$ cat src/shared/ewp_pkg.sv
// Shared constants and carrier types for the EEPROM protected-write host controller
package ewp_pkg;
  // Pin widths, page size and counter width
  localparam int ADDR_W = 13;                 // Address pins
  localparam int DATA_W = 8;                  // Data pins
  localparam int PAGE_BYTES = 64;             // Largest page load
  localparam int CNT_W = 7;                   // Byte counter width
  // Bit positions of the status bits on the data bus
  localparam int TOGGLE_BIT = 6;              // Toggle status bit position
  localparam int POLL_BIT = 7;                // Polling status bit position
  // Page address field position
  localparam int PAGE_LO = 6;                 // Lowest page address bit
  // Clock and timing
  localparam int CLK_PERIOD_NS = 4;           // 250 MHz clock period
  localparam int WP_NS = 100;                 // Least write pulse width
  localparam int WPH_NS = 50;                 // Least write pulse high time
  localparam int OEHP_NS = 150;               // Least output enable high pulse
  localparam int ACC_NS = 120;                // Longest access delay assumed
  localparam int WP_CYC = (WP_NS + CLK_PERIOD_NS - 1) / CLK_PERIOD_NS;
  localparam int WPH_CYC = (WPH_NS + CLK_PERIOD_NS - 1) / CLK_PERIOD_NS;
  localparam int OEHP_CYC = (OEHP_NS + CLK_PERIOD_NS - 1) / CLK_PERIOD_NS;
  localparam int ACC_CYC = (ACC_NS + CLK_PERIOD_NS - 1) / CLK_PERIOD_NS;
  localparam int TMR_W = 8;                   // Phase timer width
  // Reset values
  localparam logic [ADDR_W-1:0] ADDR_RST = 13'h0000;
  localparam logic [DATA_W-1:0] DATA_RST = 8'h00;

  // Host controller phases
  typedef enum logic [3:0] {
    EWP_IDLE, EWP_WR_LOW, EWP_WR_HIGH, EWP_RD_HIGH, EWP_RD_LOW, EWP_DONE
  } ewp_phase_t;

  // One byte to place on the bus
  typedef struct packed {
    logic [ADDR_W-1:0] addr;
    logic [DATA_W-1:0] data;
  } ewp_byte_t;

  // Pins driven toward the memory
  typedef struct packed {
    logic              ce_n;
    logic              oe_n;
    logic              we_n;
    logic [ADDR_W-1:0] addr;
    logic [DATA_W-1:0] dq_out;
    logic              dq_oe;
  } ewp_pins_t;
endpackage

$ cat src/hdl/ewp_host.sv
// Host controller that loads a page into a parallel EEPROM and polls for completion
`timescale 1ns/1ps
// How it works
// - Load one to sixty-four bytes per page
// - Keep page address steady on each strobe
// - Output enable high while writing
// - Pulse output enable to make read strobes
// - Done when two reads agree on toggle
// - Poll at one constant address
//
// The user first issues the code sequence bytes as ordinary bytes (last flagged),
// then page bytes; after the last byte the host polls the toggle bit.
module ewp_host (
  input  wire logic                       clk,
  input  wire logic                       reset,
  input  wire logic                       byte_valid,
  input  wire ewp_pkg::ewp_byte_t         byte_in,
  input  wire logic                       byte_last,
  output logic                            byte_ready,
  output logic                            write_done,
  output logic                            busy,
  output ewp_pkg::ewp_pins_t              pins,
  input  wire logic [ewp_pkg::DATA_W-1:0] dq_in
);

  ////////////////////////////////////////////////////////////////////////////
  // State
  typedef struct packed {
    ewp_pkg::ewp_phase_t             phase;     // Current phase
    logic [ewp_pkg::TMR_W-1:0]       tmr;       // Phase timer
    logic [ewp_pkg::CNT_W-1:0]       cnt;       // Bytes in this page
    logic [ewp_pkg::ADDR_W-1:0]      page;      // Page address latched
    logic                            last;      // Last byte flag held
    logic                            have_prev; // One poll read taken
    logic                            prev_tog;  // Toggle bit of last read
    ewp_pkg::ewp_pins_t              pins;      // Pin outputs
    logic                            ready;     // Byte accept
    logic                            done;      // Completion pulse
    logic                            busy;      // Operation in progress
  } ewp_state_t;

  ewp_state_t                  st_reg;          // Registered state
  ewp_state_t                  st_next;         // Next state
  logic [ewp_pkg::DATA_W-1:0]  dq_s1_reg;       // Sync stage one
  logic [ewp_pkg::DATA_W-1:0]  dq_s2_reg;       // Sync stage two

  // Page field of an address
  function automatic logic [ewp_pkg::ADDR_W-1:0] page_of(input logic [ewp_pkg::ADDR_W-1:0] a);
    page_of = (a >> ewp_pkg::PAGE_LO) << ewp_pkg::PAGE_LO;
  endfunction

  ////////////////////////////////////////////////////////////////////////////
  // Data input synchroniser
  always_ff @(posedge clk or posedge reset) begin
    if (reset) begin
      dq_s1_reg <= ewp_pkg::DATA_RST;
      dq_s2_reg <= ewp_pkg::DATA_RST;
    end else begin
      dq_s1_reg <= dq_in;
      dq_s2_reg <= dq_s1_reg;
    end
  end

  ////////////////////////////////////////////////////////////////////////////
  // Next-state logic
  always_comb begin
    st_next = st_reg;
    st_next.done = 1'b0;
    st_next.ready = 1'b0;
    unique case (st_reg.phase)
      // Wait for a byte; write strobes only, read disabled
      ewp_pkg::EWP_IDLE: begin
        st_next.pins.oe_n = 1'b1;
        st_next.pins.ce_n = 1'b1;
        st_next.pins.we_n = 1'b1;
        st_next.pins.dq_oe = 1'b0;
        if (byte_valid && st_reg.ready) begin
          // Page address must not change within a page
          if (st_reg.cnt == '0) begin
            st_next.page = page_of(byte_in.addr);
          end
          st_next.pins.addr = (st_reg.cnt == '0) ? byte_in.addr :
                              (st_reg.page | (byte_in.addr ^ page_of(byte_in.addr)));
          st_next.pins.dq_out = byte_in.data;
          st_next.pins.dq_oe = 1'b1;
          st_next.pins.ce_n = 1'b0;
          st_next.pins.we_n = 1'b0;
          st_next.pins.oe_n = 1'b1;
          st_next.last = byte_last ||
                         (st_reg.cnt == 7'(ewp_pkg::PAGE_BYTES - 1));
          st_next.cnt = st_reg.cnt + 7'h01;
          st_next.tmr = 8'(ewp_pkg::WP_CYC);
          st_next.busy = 1'b1;
          st_next.phase = ewp_pkg::EWP_WR_LOW;
        end else begin
          st_next.ready = 1'b1;
        end
      end
      // Strobe low for the pulse width
      ewp_pkg::EWP_WR_LOW: begin
        st_next.tmr = st_reg.tmr - 8'h01;
        if (st_reg.tmr == 8'h01) begin
          st_next.pins.we_n = 1'b1;
          st_next.pins.ce_n = 1'b1;
          st_next.tmr = 8'(ewp_pkg::WPH_CYC);
          st_next.phase = ewp_pkg::EWP_WR_HIGH;
        end
      end
      // Strobe high; next byte or start polling
      ewp_pkg::EWP_WR_HIGH: begin
        st_next.tmr = st_reg.tmr - 8'h01;
        if (st_reg.tmr == 8'h01) begin
          st_next.pins.dq_oe = 1'b0;
          if (st_reg.last) begin
            // Poll at the last written address held constant
            st_next.have_prev = 1'b0;
            st_next.tmr = 8'(ewp_pkg::OEHP_CYC);
            st_next.phase = ewp_pkg::EWP_RD_HIGH;
          end else begin
            st_next.ready = 1'b1;
            st_next.phase = ewp_pkg::EWP_IDLE;
          end
        end
      end
      // Output enable high between read strobes
      ewp_pkg::EWP_RD_HIGH: begin
        st_next.tmr = st_reg.tmr - 8'h01;
        if (st_reg.tmr == 8'h01) begin
          st_next.pins.oe_n = 1'b0;
          st_next.pins.ce_n = 1'b0;
          st_next.tmr = 8'(ewp_pkg::ACC_CYC + 2);
          st_next.phase = ewp_pkg::EWP_RD_LOW;
        end
      end
      // Sample toggle bit; two equal reads end the write
      ewp_pkg::EWP_RD_LOW: begin
        st_next.tmr = st_reg.tmr - 8'h01;
        if (st_reg.tmr == 8'h01) begin
          st_next.pins.oe_n = 1'b1;
          st_next.pins.ce_n = 1'b1;
          st_next.prev_tog = dq_s2_reg[ewp_pkg::TOGGLE_BIT];
          st_next.have_prev = 1'b1;
          st_next.tmr = 8'(ewp_pkg::OEHP_CYC);
          if (st_reg.have_prev &&
              st_reg.prev_tog == dq_s2_reg[ewp_pkg::TOGGLE_BIT]) begin
            // Arm, disarm or page write all end here
            st_next.phase = ewp_pkg::EWP_DONE;
          end else begin
            st_next.phase = ewp_pkg::EWP_RD_HIGH;
          end
        end
      end
      // Report completion and re-open for a new page
      ewp_pkg::EWP_DONE: begin
        st_next.done = 1'b1;
        st_next.busy = 1'b0;
        st_next.cnt = '0;
        st_next.last = 1'b0;
        st_next.ready = 1'b1;
        st_next.phase = ewp_pkg::EWP_IDLE;
      end
      default: begin
        st_next.phase = ewp_pkg::EWP_IDLE;
      end
    endcase
  end

  ////////////////////////////////////////////////////////////////////////////
  // State register
  always_ff @(posedge clk or posedge reset) begin
    if (reset) begin
      st_reg <= '0;
      st_reg.phase <= ewp_pkg::EWP_IDLE;
      st_reg.pins.ce_n <= 1'b1;
      st_reg.pins.oe_n <= 1'b1;
      st_reg.pins.we_n <= 1'b1;
    end else begin
      st_reg <= st_next;
    end
  end

  assign pins = st_reg.pins;
  assign byte_ready = st_reg.ready;
  assign write_done = st_reg.done;
  assign busy = st_reg.busy;

  ////////////////////////////////////////////////////////////////////////////
  // Assertions
  property p_oe_high_in_write;
    @(posedge clk) disable iff (reset)
      (!st_reg.pins.we_n && !st_reg.pins.ce_n) |-> st_reg.pins.oe_n;
  endproperty
  a_oe_high_in_write: assert property (p_oe_high_in_write)
    else $error("output enable low during write strobe");

  property p_page_steady;
    @(posedge clk) disable iff (reset)
      ($fell(st_reg.pins.we_n) && st_reg.cnt > 7'h01) |->
        page_of(st_reg.pins.addr) == st_reg.page;
  endproperty
  a_page_steady: assert property (p_page_steady)
    else $error("page address changed inside a page");

  property p_count_limit;
    @(posedge clk) disable iff (reset)
      st_reg.cnt <= 7'(ewp_pkg::PAGE_BYTES);
  endproperty
  a_count_limit: assert property (p_count_limit)
    else $error("page byte count above limit");

  property p_addr_steady_poll;
    @(posedge clk) disable iff (reset)
      (st_reg.phase == ewp_pkg::EWP_RD_LOW) |-> $stable(st_reg.pins.addr);
  endproperty
  a_addr_steady_poll: assert property (p_addr_steady_poll)
    else $error("poll address moved");

  property p_done_needs_match;
    @(posedge clk) disable iff (reset)
      $rose(st_reg.done) |-> $past(st_reg.have_prev, 2);
  endproperty
  a_done_needs_match: assert property (p_done_needs_match)
    else $error("completion without two reads");

  property p_pulse_width;
    @(posedge clk) disable iff (reset)
      $fell(st_reg.pins.we_n) |-> (!st_reg.pins.we_n) [*8];
  endproperty
  a_pulse_width: assert property (p_pulse_width)
    else $error("write pulse too short");

  property p_read_strobe;
    @(posedge clk) disable iff (reset)
      $rose(st_reg.pins.oe_n) && st_reg.phase == ewp_pkg::EWP_RD_HIGH |->
        st_reg.pins.oe_n [*8];
  endproperty
  a_read_strobe: assert property (p_read_strobe)
    else $error("read strobe high pulse too short");

  property p_no_drive_read;
    @(posedge clk) disable iff (reset)
      !st_reg.pins.oe_n |-> !st_reg.pins.dq_oe;
  endproperty
  a_no_drive_read: assert property (p_no_drive_read)
    else $error("host drives data while reading");

  c_done: cover property (@(posedge clk) disable iff (reset) $rose(st_reg.done));
  c_full_page: cover property (@(posedge clk) disable iff (reset)
    st_reg.cnt == 7'(ewp_pkg::PAGE_BYTES));
  c_poll_repeat: cover property (@(posedge clk) disable iff (reset)
    st_reg.have_prev && st_reg.phase == ewp_pkg::EWP_RD_LOW);
endmodule

$ cat config.mk
export PLATFORM = sky130hd
export DESIGN_NAME = ewp_host
export DESIGN_NICKNAME = d
export VERILOG_FILES = /design/src/shared/ewp_pkg.sv /design/src/hdl/ewp_host.sv
export SDC_FILE = /design/constraint.sdc
export NUM_CORES = 1
export LEC_CHECK = 0
export BUFFER_PORTS_ARGS = -buffer_cell sky130_fd_sc_hd__buf_2
export CORE_MARGIN = 2
export CORE_UTILIZATION = 49
export DETAILED_ROUTE_END_ITERATION = 16
export PLACE_DENSITY = 0.8
export SLEW_MARGIN = 25
export SYNTH_ARGS = -nofsm -noshare
export SYNTH_HDL_FRONTEND = slang
export SYNTH_SLANG_ARGS = --single-unit
$ cat constraint.sdc
create_clock -name clk -period 2.2 [get_ports clk]
set_input_delay 0 -clock clk [delete_from_list [all_inputs] [get_ports clk]]
set_output_delay 0 -clock clk [all_outputs]
set_load 0.02 [all_outputs]
After elaboration in Yosys (flattened, before gate mapping):

Cells that the tools add are included.

* bits in registers: 71
* bits of input ports: 33
* output and inout bits: 28
* logic and storage cells: 91

* add/sub/neg operators: 2
* equal/unequal tests: 14
* muxes and demuxes: 32
* bitwise gates (word level): 2
* reductions and logical operators: 23

Operators with widths (count)
* 12-bit two-way mux: 4
* 8-bit one-hot mux with 5 select lines: 1
* 33-bit two-way mux: 1
* 13-bit two-way mux: 2
* 25-bit two-way mux: 1
* 4-bit one-hot mux with 5 select lines: 1
* 7-bit one-hot mux with 2 select lines: 1
* 13-bit OR: 1
* 13-bit bitwise XOR: 1
* 2-bit inequality test, second input constant: 6
* 2-bit AND reduction: 6
* 1-bit one-hot mux with 2 select lines: 5
* 4-bit by 2-bit equality test with 1-bit output, second input constant: 2
* 4-bit by 3-bit equality test with 1-bit output, second input constant: 2
* 8-bit by 1-bit equality test with 1-bit output, second input constant: 1
* 8-bit two-way mux: 1
* 4-bit AND reduction: 2
* 2-bit nonzero test: 4
* 8-bit by 1-bit subtractor with 8-bit output, second input constant: 1
* 7-bit by 1-bit adder with 7-bit output, second input constant: 1
* 7-bit by 6-bit equality test with 1-bit output, second input constant: 1
* 7-bit zero test: 1
* 1-bit two-way mux: 7
* 2-bit two-way mux: 3
* 14 further kinds: 17

Depth between registers and ports, before layout:

* word-level depth: 5
* mapped depth: 7
* mapped depth without buffers: 6

Worst setup path after synthesis:

Ideal clock, no wire load.

* path kind: reg-to-reg
* start point: reg st_reg[52] (netlist name)
* end point: reg, netlist name pins[24]
* library setup time: 0.089 ns
* arrival: 1.869 ns
* data required time: 2.111 ns
* path slack: 0.242 ns
* stages on the path, launching flop included: 7
* buffers on the path: 0
* period minus slack after synthesis: 1.958 ns
* cell sequence: dfrtp_1 -> inv_1 -> ha_1 -> nor3b_1 -> nand2_1 -> maj3_1 -> a211oi_1

* longest elaborated chain between the ends: 3
* elaborated cells between the ends (all ways): 5
* those cells by class: eq/ne (4); reduce/logical (1)

Ends and longest elaborated chain
* start, declared: RTL line ewp_host.sv:42 `ewp_state_t st_reg;`
* start signal, assigned: RTL line ewp_host.sv:178 `st_reg <= st_next;`
* 8-bit by 1-bit equality test with 1-bit output (*): RTL line ewp_host.sv:102, ewp_host.sv:128, ewp_host.sv:138
* 2-bit inequality test (no source line)
* 4-bit AND reduction (no source line) (*)

Every way passes the cells marked *; elsewhere a longest branch is shown, timed or not.
A chain may end at the register's enable or synchronous reset.

Worst setup path in the final report:

* start point: reg st_reg[53] (netlist name)
* end point: reg, netlist name pins[24]

* longest elaborated chain between the ends: 3
* elaborated cells between the ends (all ways): 5
* those cells by class: eq/ne (4); reduce/logical (1)

Ends and longest elaborated chain (RTL line)
* 8-bit by 1-bit equality test with 1-bit output (*): ewp_host.sv:102, ewp_host.sv:128, ewp_host.sv:138
* 2-bit inequality test (no source line)
* 4-bit AND reduction (no source line) (*)

Marked as above.

==> results.py <==
metrics = {
    "clock_tree": {
        "post_cts_buffers": 0,
        "clk_pin_slew_ns": 0.08,
        "clock_path_buffers": 2,
        "htreeDepth": 3,
        "root_buffer": "clkbuf_8",
        "clkLatencyLatePin_ns": 0.35,
        "cts_tree": "yes",
        "cts_made_buffers": 9,
        "cts_sinks": 58,
    },
    "timing": {
        "setup_viol": 0,
        "tightest_slew_ns": 0.679,
        "relSlewSlack_pct": 53.5,
        "final.min_clock_period_ns": 2.02,
        "finalMaxSlewViolations": 0,
        "setup_ws_ns": 0.185,
        "rsz0062_at_grt": "false",
        "hold_viol": 0,
        "fin_tns_setup_ns": 0,
        "min_period_over_period_pct": 91.6,
        "fin_skew_ns": 0.00793,
        "max_freq_mhz": 496,
    },
    "power": {
        "power_switching_mw": 0.524,
        "p_sw_share_pct": 25.1,
        "ir_drop_uv": 535,
        "power.internal_mw": 1.56,
        "p_total_mw": 2.09,
        "pwr-share-clk_pct": 44.8,
        "combPwrFrac_pct": 4.1,
        "p_seq_share_pct": 51.2,
        "power_density_mw_per_mm2": 559,
        "cellLeakagePower_nw": 1.88,
    },
    "global_routing": {
        "grtUsageMet2_pct": 38.9,
        "grt_pass1_vias": 2678,
        "grt.overflow.total": 0,
        "busiest_layer": "met2",
        "met1_usage_pct": 27.7,
        "grt.met3_usage_pct": 6.46,
        "grt_max_degree": 34,
        "antenna_found_initial": 0,
        "grt_first_pass_wirelength_mm": 12.6,
        "grt_usage_pct": 22.6,
    },
    "cells_and_area": {
        "mostFrequentLayoutCells": "70 x nand2_1, 55 x dfrtp_1, 53 x buf_2",
        "diodes": 0,
        "final_common_cell": "nand2_1",
        "seq_area_mm2": 0.00146,
        "fin_util_pct": 62.3,
        "syn_to_final_growth_pct": 21.4,
        "fin_cells": 472,
        "drive_above_1_share_pct": 27.7,
        "multiInputGateArea_mm2": 0.00132,
        "largest_register_ffs": 28,
        "layout.nets": 429,
        "fill_cells": 488,
    },
    "placement": {
        "place_ws_ns": 0.219,
        "place_inst": 432,
        "dpl.hpwl_mm": 4.82,
        "port_buffers": 53,
        "gp_congestion": 0.919,
    },
    "worst_setup_path": {
        "critPathKind": "flop to flop",
        "slowest_stage": "dfrtp_1",
        "crit_chain": "buf_4 > nor4_4 > nand2_1 > maj3_1 > a211oi_1",
        "end_kind": "flop",
        "setup.worst_path.start": "st_reg[53]$_DFFE_PP0P_",
        "crit_path_max_incr_delay_ns": 0.42,
        "critPathRequiredTime_ns": 2.45,
        "worstPathMaxFanout": 6,
        "r2r-start": "st_reg[53]$_DFFE_PP0P_",
        "start_kind": "flop",
        "arrival_ns": 2.26,
    },
    "drt": {
        "dr.pass1.iters": 5,
        "remaining_drc_errors": 0,
        "wl_per_cell_um": 15.4,
        "dr_total_vias": 2583,
        "vias_per_cell": 5.47,
        "ant_nets": 0,
        "drtIter0Drc": 179,
        "drt_wl_total_mm": 7.27,
    },
    "yosys": {
        "synth_top_area_share_pct": 44.7,
        "synth_edf_count": 0,
        "postSynthCellCount": 329,
        "async_flop_share_pct": 100,
        "synth_seq_area_share_pct": 47.3,
        "synth_seq_cells": 58,
        "synth_top_area_cell": "dfrtp_1",
        "yosys_warnings": 0,
        "synth_cell_types": 50,
        "synthFlopType": "dfrtp_1",
        "syn-num-nets": 366,
        "avgSynthCellArea_um2": 9.35,
        "synth_area_leaders": "dfrtp_1 45%, nand2_1 8.5%, buf_4 6.1%",
        "syn_area_mm2": 0.00308,
    },
    "hold_path": {
        "hp-class": "input pin to flop",
        "worstHoldStart": "byte_valid",
    },
    "floorplan": {
        "die_h_um": 83.2,
        "start_util_pct": 51.4,
        "fp-row-count": 28,
        "core_mm2": 0.00599,
        "die_w_um": 83.2,
        "fp.dieArea_mm2": 0.00693,
        "io_pins": 61,
    },
    "flow_run": {
        "max_cap_violations": 0,
    },
    "run_status": {
        "status": "finished, final reports clean",
    },
}
[cell type report]
cell class,instances,share of cell area (%)
sequential,58,39.0
multi-input combinational,218,35.2
timing repair buffer,93,17.1
clock buffer,10,3.69
tap,75,2.51
clock inverter,6,1.31
inverter,12,1.21
[Yosys cell counts, drive strengths merged (2+ instances only)]
| cell | n |
|---|---|
| nand3 | 6 |
| inv | 12 |
| nand4 | 2 |
| ha | 4 |
| nor4 | 3 |
| or2 | 3 |
| a31oi | 4 |
| o22ai | 3 |
| nor3b | 2 |
| o31ai | 6 |
| o211ai | 4 |
| xor2 | 2 |
| nand2b | 3 |
| a211oi | 3 |
| or4 | 3 |
| mux2 | 9 |
| o21ai | 18 |
| dfrtp | 55 |
| nand2 | 70 |
| or3b | 4 |
| dfstp | 3 |
| o32ai | 2 |
| mux2i | 9 |
| o21a | 4 |
| nor2 | 10 |
| o31a | 2 |
| nor2b | 3 |
| a21oi | 14 |
| clkbuf | 11 |
| a21o | 5 |
| buf | 30 |
| or3 | 3 |
| nand3b | 2 |
| nor3 | 6 |
[final timing paths]
check	endpoint	slack (ns)	cells after the start
min reg2reg	dq_s2_reg[6]$_DFF_PP0_	0.36	0
min in group asynchronous	pins[11]$_DFFE_PP0P_	0.28	3
max reg2reg	pins[24]$_DFFE_PP1P_	0.18	5
max in group asynchronous	st_reg[45]$_DFFE_PP0P_	1.35	4
min	byte_ready$_DFF_PP0_	0.20	5
max	pins[24]$_DFFE_PP1P_	0.18	5
[worst max-delay path: cells and delay by family, from the launching register on]
kind | cells | cell delay, ns
DFF | 1 | 0.42
buffers and inverters | 1 | 0.18
adders and majority gates | 1 | 0.40
and+or+nand+nor | 2 | 0.66
AOI/OAI and AO/OA | 1 | 0.27
[metrics by stage]
step / hold slack [ns] / area (um^2)
2_1_floorplan: 0.0314 / 3080
3_3_place_gp: 0.0971 / 3310
3_5_place_dp: 0.109 / 3310
4_1_cts: 0.189 / 3730
5_1_grt: 0.261 / 3730
6_report: 0.205 / 3730
[what timing repair did]
item	CTS	global route
hold buffers	24	0
endpoints found under the hold margin	53	0
setup endpoints to repair	0	0
gates resized for setup	0	0
[logic make-up after synthesis]
logic type	after synthesis	share of synthesized area, %
XOR/XNOR	3	0.854
adder cells (fa/ha/maj)	5	1.95
AND/OR/NAND/NOR	123	19.3
flip-flops	58	47.3
buffers and inverters	53	9.92
AO/OA/AOI/OAI	69	14.4
multiplexers	18	6.22
[per-layer routing]
layer | share of wire (%) | up-vias
met4 | 1.5 | 0
met3 | 4.6 | 10
li1 | - | 1238
met2 | 51 | 74
met1 | 43 | 1261
met5 | 0 | -
[power groups by stage]
| stage | clock [mW] | combinational (mW) | sequential, mW |
|---|---|---|---|
| final | 0.935 | 0.0847 | 1.07 |
| after global routing | 1.00 | 0.0950 | 1.07 |
| after CTS | 0.955 | 0.0843 | 1.07 |
| after detailed placement | 0 | 0.0516 | 1.09 |
| after global placement | 0 | 0.0502 | 1.09 |
| after floorplan | 0 | 0.0171 | 1.09 |
(Power assumes the default switching activity.)
